## config.mk

```make
export PLATFORM = sky130hd
export DESIGN_NAME = xop_unit
export DESIGN_NICKNAME = d
export VERILOG_FILES = /design/src/pkg/xop_pkg.sv /design/src/hw/xop_unit.sv
export SDC_FILE = /design/constraint.sdc
export NUM_CORES = 1
export LEC_CHECK = 0
export ABC_AREA = 0
export BUFFER_PORTS_ARGS = -buffer_cell sky130_fd_sc_hd__buf_2
export CAP_MARGIN = 40
export CORE_ASPECT_RATIO = 0.75
export CORE_MARGIN = 2
export CORE_UTILIZATION = 50
export CTS_CLUSTER_DIAMETER = 150
export DETAILED_ROUTE_END_ITERATION = 6
export PLACE_DENSITY = 0.8
export SYNTH_ARGS = -nofsm -noshare
export SYNTH_HDL_FRONTEND = slang
export SYNTH_SLANG_ARGS = --single-unit
```

## constraint.sdc

```tcl
create_clock -name sys_clk -period 4.9 [get_ports sys_clk]
set_input_delay 0 -clock sys_clk [delete_from_list [all_inputs] [get_ports sys_clk]]
set_output_delay 0 -clock sys_clk [all_outputs]
set_load 0.01 [all_outputs]
```

## src/pkg/xop_pkg.sv

```systemverilog
// package: encodings, field layouts and state for the extended op unit
package xop_pkg;
  // ----------------------------------------
  // widths
  // ----------------------------------------
  localparam int PTR_W = 12;
  localparam int PC_W = 21;
  localparam int INSN_W = 16;
  localparam int ADDR_W = 12;
  // ----------------------------------------
  // encodings
  // ----------------------------------------
  localparam logic [7:0] OPC_ADD_PTR = 8'h00E8;
  localparam logic [15:0] OPC_CALL_W = 16'h0014;
  localparam logic [8:0] OPC_MOVE_IDX = 9'h01D6;
  localparam logic [3:0] OPC_SECOND = 4'hF;
  localparam logic [1:0] SEL_FRAME = 2'h3;
  localparam logic [1:0] FRAME_IDX = 2'h2;
  localparam logic [PC_W-1:0] PC_STEP = 21'h00_0002;
  localparam logic [7:0] READ_ZERO = 8'h00;
  localparam logic [ADDR_W-1:0] INDF_BASE = 12'h0FEF;
  localparam logic [ADDR_W-1:0] INDF_STRIDE = 12'h0008;
  localparam logic [ADDR_W-1:0] INDF_MASK = 12'h0FF8;
  localparam logic [2:0] INDF_LOW = 3'h3;
  localparam logic [2:0] INDF_HIGH = 3'h7;
  localparam int OFS_W = 7;
  localparam int LIT_W = 6;
  // ----------------------------------------
  // sequencing state
  // ----------------------------------------
  typedef enum logic [1:0] {
    XOP_IDLE = 2'b00,
    XOP_NOP = 2'b01,
    XOP_MOVE2 = 2'b11
  } xop_state_t;
  typedef struct packed {
    logic valid;
    logic [INSN_W-1:0] word;
    logic [PC_W-1:0] pc;
  } xop_insn_t;
  typedef struct packed {
    logic we;
    logic [ADDR_W-1:0] addr;
    logic [7:0] data;
  } xop_mem_wr_t;
endpackage

```

## src/hw/xop_unit.sv

```systemverilog
// extended pointer, frame-return, call-via-w and indexed move unit
// Function
// - add the 6-bit literal to the indirect pointer picked by a 0..2 selector, one cycle, flags untouched.
// - the frame-return form adds the literal to the frame pointer then loads the pc from the return top.
// - the frame-return form takes two instruction cycles, the second idle.
// - a selector of 11 decodes as the frame-return form acting on the frame pointer.
// - call-via-w first pushes pc plus 2 onto the return stack.
// - call-via-w then replaces the pc low byte with the working register.
// - call-via-w copies the high latch and upper latch into pc high and upper bytes.
// - call-via-w is one word, two cycles, the second idle while the target fetches.
// - call-via-w leaves working register, status and bank selector alone.
// - indexed move reads frame pointer plus 7-bit offset and writes an absolute address, flags untouched.
// - the indexed move destination is the 12-bit literal of the second word.
// - a source address on an indirect access register reads as 00h.
// - extended ops are decoded only while the extended set enable is high.
`timescale 1ns/1ps
`default_nettype none
module xop_unit
  import xop_pkg::*;
#(
  parameter int NPTR = 3
) (
  input wire logic sys_clk,
  input wire logic sys_rst,
  input wire logic extended_set_enable,
  input wire xop_pkg::xop_insn_t insn,
  input wire logic [7:0] working_register,
  input wire logic [7:0] counter_high_latch,
  input wire logic [7:0] counter_upper_latch,
  input wire logic [xop_pkg::PC_W-1:0] return_stack_top,
  input wire logic [7:0] mem_rd_data,
  output logic insn_ready,
  output logic claimed,
  output logic [xop_pkg::ADDR_W-1:0] mem_rd_addr,
  output xop_pkg::xop_mem_wr_t mem_wr,
  output logic push_r,
  output logic [xop_pkg::PC_W-1:0] push_data_r,
  output logic pop_r,
  output logic pc_load_r,
  output logic [xop_pkg::PC_W-1:0] pc_new_r,
  output logic [xop_pkg::PTR_W-1:0] indirect_pointer0,
  output logic [xop_pkg::PTR_W-1:0] indirect_pointer1,
  output logic [xop_pkg::PTR_W-1:0] frame_pointer
);
  import xop_pkg::*;

  // ----------------------------------------
  // helpers
  // ----------------------------------------
  function automatic logic [PTR_W-1:0] ptr_add(
    input logic [PTR_W-1:0] p,
    input logic [PTR_W-1:0] k
  );
    ptr_add = p + k;
  endfunction

  function automatic logic is_indf(input logic [ADDR_W-1:0] a);
    logic [ADDR_W-1:0] rel;
    rel = a & INDF_MASK;
    is_indf = (rel == (INDF_BASE & INDF_MASK))
      || (rel == ((INDF_BASE - INDF_STRIDE) & INDF_MASK))
      || (rel == ((INDF_BASE - INDF_STRIDE - INDF_STRIDE) & INDF_MASK));
    is_indf = is_indf && (a[2:0] >= INDF_LOW) && (a[2:0] <= INDF_HIGH);
  endfunction

  // ----------------------------------------
  // state
  // ----------------------------------------
  xop_state_t state_r, state_nxt;
  logic [PTR_W-1:0] ptr_r [NPTR];
  logic [7:0] src_data_r;

  // ----------------------------------------
  // decode
  // ----------------------------------------
  wire logic idle = (state_r == XOP_IDLE);
  wire logic go = insn.valid && idle && extended_set_enable;
  wire logic [1:0] sel = insn.word[7:6];
  wire logic add_op = go && (insn.word[15:8] == OPC_ADD_PTR);
  wire logic dec_add = add_op && (sel != SEL_FRAME);
  wire logic dec_ret = add_op && (sel == SEL_FRAME);
  wire logic dec_call = go && (insn.word == OPC_CALL_W);
  wire logic dec_move = go && (insn.word[15:7] == OPC_MOVE_IDX);
  wire logic second_ok = insn.valid && (insn.word[15:12] == OPC_SECOND);
  wire logic [PTR_W-1:0] lit = PTR_W'(insn.word[LIT_W-1:0]);
  wire logic [PTR_W-1:0] ofs = PTR_W'(insn.word[OFS_W-1:0]);
  wire logic [1:0] tgt = dec_ret ? FRAME_IDX : sel;
  wire logic [ADDR_W-1:0] src_addr =
    ADDR_W'(ptr_add(ptr_r[FRAME_IDX], ofs));
  wire logic [7:0] src_val =
    is_indf(src_addr) ? READ_ZERO : mem_rd_data;

  assign mem_rd_addr = src_addr;
  assign insn_ready = idle || (state_r == XOP_MOVE2) || (state_r == XOP_NOP);
  assign claimed = dec_add || dec_ret || dec_call || dec_move || !idle;
  assign indirect_pointer0 = ptr_r[0];
  assign indirect_pointer1 = ptr_r[1];
  assign frame_pointer = ptr_r[FRAME_IDX];

  // ----------------------------------------
  // sequencer
  // ----------------------------------------
  always_comb begin
    state_nxt = state_r;
    case (state_r)
      XOP_IDLE: begin
        if (dec_ret || dec_call) begin
          state_nxt = XOP_NOP;
        end else if (dec_move) begin
          state_nxt = XOP_MOVE2;
        end
      end
      XOP_NOP: state_nxt = XOP_IDLE;
      XOP_MOVE2: begin
        if (second_ok) begin
          state_nxt = XOP_IDLE;
        end
      end
      default: state_nxt = XOP_IDLE;
    endcase
  end

  always_ff @(posedge sys_clk or posedge sys_rst) begin
    if (sys_rst) begin
      state_r <= XOP_IDLE;
    end else begin
      state_r <= state_nxt;
    end
  end

  // ----------------------------------------
  // pointer file
  // ----------------------------------------
  // flags are not touched anywhere here, so status stays as it was
  always_ff @(posedge sys_clk or posedge sys_rst) begin
    if (sys_rst) begin
      for (int i = 0; i < NPTR; i++) begin
        ptr_r[i] <= '0;
      end
    end else if (dec_add || dec_ret) begin
      ptr_r[tgt] <= ptr_add(ptr_r[tgt], lit);
    end
  end

  // ----------------------------------------
  // program flow
  // ----------------------------------------
  // working register and bank selector are inputs only: never altered
  always_ff @(posedge sys_clk or posedge sys_rst) begin
    if (sys_rst) begin
      push_r <= 1'b0;
      push_data_r <= '0;
      pop_r <= 1'b0;
      pc_load_r <= 1'b0;
      pc_new_r <= '0;
    end else begin
      push_r <= dec_call;
      pop_r <= dec_ret;
      pc_load_r <= dec_call || dec_ret;
      if (dec_call) begin
        push_data_r <= insn.pc + PC_STEP;
        pc_new_r <= PC_W'({counter_upper_latch, counter_high_latch,
          working_register});
      end else if (dec_ret) begin
        pc_new_r <= return_stack_top;
      end
    end
  end

  // ----------------------------------------
  // indexed move
  // ----------------------------------------
  // pc low and return-top destinations are not trapped; software avoids them
  always_ff @(posedge sys_clk or posedge sys_rst) begin
    if (sys_rst) begin
      src_data_r <= '0;
      mem_wr <= '0;
    end else begin
      mem_wr.we <= 1'b0;
      if (dec_move) begin
        src_data_r <= src_val;
      end
      if (state_r == XOP_MOVE2 && second_ok) begin
        mem_wr.we <= 1'b1;
        mem_wr.addr <= insn.word[ADDR_W-1:0];
        mem_wr.data <= src_data_r;
      end
    end
  end
endmodule // xop_unit
`default_nettype wire

```

==> results.toml <==
[cells_and_area]
antenna_cells = 0
stdcell_count = 1078
final_cell_mix = "buf_2 (206), nand2_1 (138), dfrtp_1 (112), dlygate4sd3_1 (74), nor2_1 (45)"
drive_above_1_share_pct = 29.1
fin_nets = 1022
final_common_cell = "buf_2"
syn_to_final_growth_pct = 37.8
fillCellCount = 906

[worst_setup_path]
path_depth = 12
crit_fanout = 12
r2r-start = "state_r[0]"
slowest_stage = "or4_1"
reg2reg_depth = 12
slowest_delay_ps = 680
endpoint_kind = "register"
worst_ep_arrival_time_ps = 4590
reg2reg_to = "frame_pointer[7]"
worstPathCellList = "or4_1 -> or4_4 -> nand2_1 -> o21ai_0 -> a221oi_1 -> ha_1 -> a211oi_1 -> o21ai_0 -> o211ai_1 -> or2_2 -> mux2i_1 -> o21ai_0"
worstPathRequired_ps = 5130
crit_top_cell = "o21ai_0"
critical_path_class = "reg -> reg"
reg2reg_slack_ps = 530
start_kind = "register"
worst-path-buf-inv = 0
path_delay_family = "simple AND/OR/NAND/NOR gates"

[global_route]
grt_pass1_wl_mm = 28.8
grt_usage_pct = 28.7
antenna_found_initial = 0
grt-ovfl-total = 0
grt_max_degree = 86
grt_pass1_vias = 5646

[clock_tree]
clk_latency_ps = 350
clk_path_buf_depth = 2
htree_levels = 3
postCtsSetupBuffers = 0
clkTransAtPathRegs_ps = 70
clock-sinks = 112
cts_buffers = 9
cts_tree = "yes"
root_buffer = "clkbuf_16"

[logic_synthesis]
synthSimpleGateAreaFrac_pct = 20.3
synth_compound_area_share_pct = 13.3
synth-async-reset-ratio_pct = 100
yosysTopAreaCellShare_pct = 47.5
yosys_warnings = 0
synth-edff-count = 0
post-synth-top-area-cell = "dfrtp_1"
yosysUniqueCellTypes = 53
avgSynthCellArea_um2 = 9.18
synth_area_um2 = 5900
syn_inst = 643
synth-seq-area-share_pct = 47.5
ys.flop_type = "dfrtp_1"
synthTopCellsByArea = "dfrtp_1 (47%), nand2_1 (8.8%), xnor2_1 (4.5%)"
synth_top_family_by_area = "simple AND/OR/NAND/NOR gates"
synth.area.mux_share_pct = 5.85
syn_nets = 753
synthAdderAreaFrac_pct = 3.65
synthXorXnorAreaFrac_pct = 6.23
synth_seq_cells = 112

[floorplanning]
die-area_um2 = 12700
core_area_um2 = 11600
die_h_um = 98.1
die_w_um = 129
start_util_pct = 51.0
num_rows = 34
io_pins = 210

[routing]
dr.first_iter.drc_count = 340
ant_nets = 0
routedWlPerCell_um = 16.7
vias = 5789
via_per_inst = 5.37
firstDrtPassIters = 5
drc = 0
wirelength_mm = 18.0

[pwr]
p_int_uw = 1390
p_clk_share_pct = 36.7
p_per_area_nw_per_um2 = 229
pwr-share-comb_pct = 13.0
p_leak_uw = 0.00426
vdd_drop_max_uv = 161
swShare_pct = 25.4
p_seq_share_pct = 50.3
switchingPower_uw = 474

[sta]
fin_hold_ws_ps = 9.01
clock_skew_ps = 7.50
worst_pin_slew_ps = 839
fin_crit_sh_pct = 89.1
maxSlewViolCount = 0
slew_headroom_pct = 43.9
hold_violations = 0
finalSetupViolations = 0
rsz0062_at_grt = "no"
fin_crit_ps = 4370
clock.fmax_ghz = 0.229
tns_ps = 0

[place]
dp.cells = 989
port_buffers = 206
hpwl_mm = 12.1
gp_congestion = 0.926

[job]
cap_violations = 0

[worst_hold_path]
min_path_cells = 3
holdPathEnd = "push_data_r[11]"
min_from = "insn[11]"
hp-class = "in -> reg"

[outcome]
outcome = "finished clean"
worst max-delay path by stage:
stage | startpoint | to | slack [ps]
CTS | state_r[0] | frame_pointer[7] | 620
finish | state_r[0] | frame_pointer[7] | 530
detailed placement | state_r[0] | frame_pointer[7] | 640
global placement | state_r[0] | frame_pointer[7] | 720
global route | state_r[0] | indirect_pointer0[11] | 300
floorplan | state_r[0] | indirect_pointer0[8] | 1300
power by group through the flow:
stage               Combinational (µW)  Clock, µW  Sequential (µW)
CTS                                236        696              938
global route                       263        734              939
global placement                   196          0              956
finish                             242        685              938
floorplan                          105          0              959
detailed placement                 201          0              956
final cells by class:
class                      count  area (µm²)  area share (%)
clock inverter                 4        31.3           0.385
multi-input combinational    483        2940            36.2
inverter                      18        70.1           0.862
timing repair buffer         288        1850            22.8
sequential                   112        2800            34.5
tap                          162         203            2.49
clock buffer                  11         233            2.86
through the flow:
step / instance area [µm²] / utilization, % / setup WS, ps / power (µW)
CTS: 8130 / 70.3 / 622 / 1870
floorplan: 5900 / - / 1300 / 1060
global placement: 7100 / 61.4 / 718 / 1150
detailed placement: 7130 / 61.6 / 643 / 1160
global route: 8130 / 70.3 / 301 / 1940
finish: 8130 / 70.3 / 535 / 1860
timing repair:
action,CTS,global route
gates resized for setup,0,0
hold buffers,74,0
hold endpoints to repair,127,0
registers in the layout (all words and copies together) (netlist names):
register           count
push_data_r           21
mem_wr                21
src_data_r             8
indirect_pointer1     12
pc_load_r              1
pc_new_r              21
push_r                 1
state_r                2
indirect_pointer0     12
frame_pointer         12
pop_r                  1
cell families after synthesis:
logic type,after synthesis
xor gates and xnor gates,42
DFF,112
muxes,32
AOI/OAI and AO/OA,130
adders and majority gates,16
and+or+nand+nor,263
buffers and inverters,48
cell usage after synthesis, drive strengths merged, types with 14 or more instances:
| cell type | n |
|---|---|
| a21oi | 30 |
| a31oi | 23 |
| clkbuf | 28 |
| dfrtp | 112 |
| ha | 14 |
| inv | 17 |
| mux2 | 20 |
| nand2 | 138 |
| nand3 | 23 |
| nor2 | 45 |
| o21ai | 41 |
| xnor2 | 30 |
tightest hold or removal path, stage by stage:
cell and delay, ps:
buf_2 110, xor2_1 70, o21ai_0 120
layer usage:
layer / GRT usage [%] / share of wire [%] / vias to the layer above
met1: 39.5 / 44 / 2748
li1: - / - / 2752
met4: 8.77 / 2.2 / 0
met2: 45.1 / 46 / 248
met3: 6.96 / 7.4 / 41
met5: 0 / 0 / -
Power figures use the tool's default switching activity.
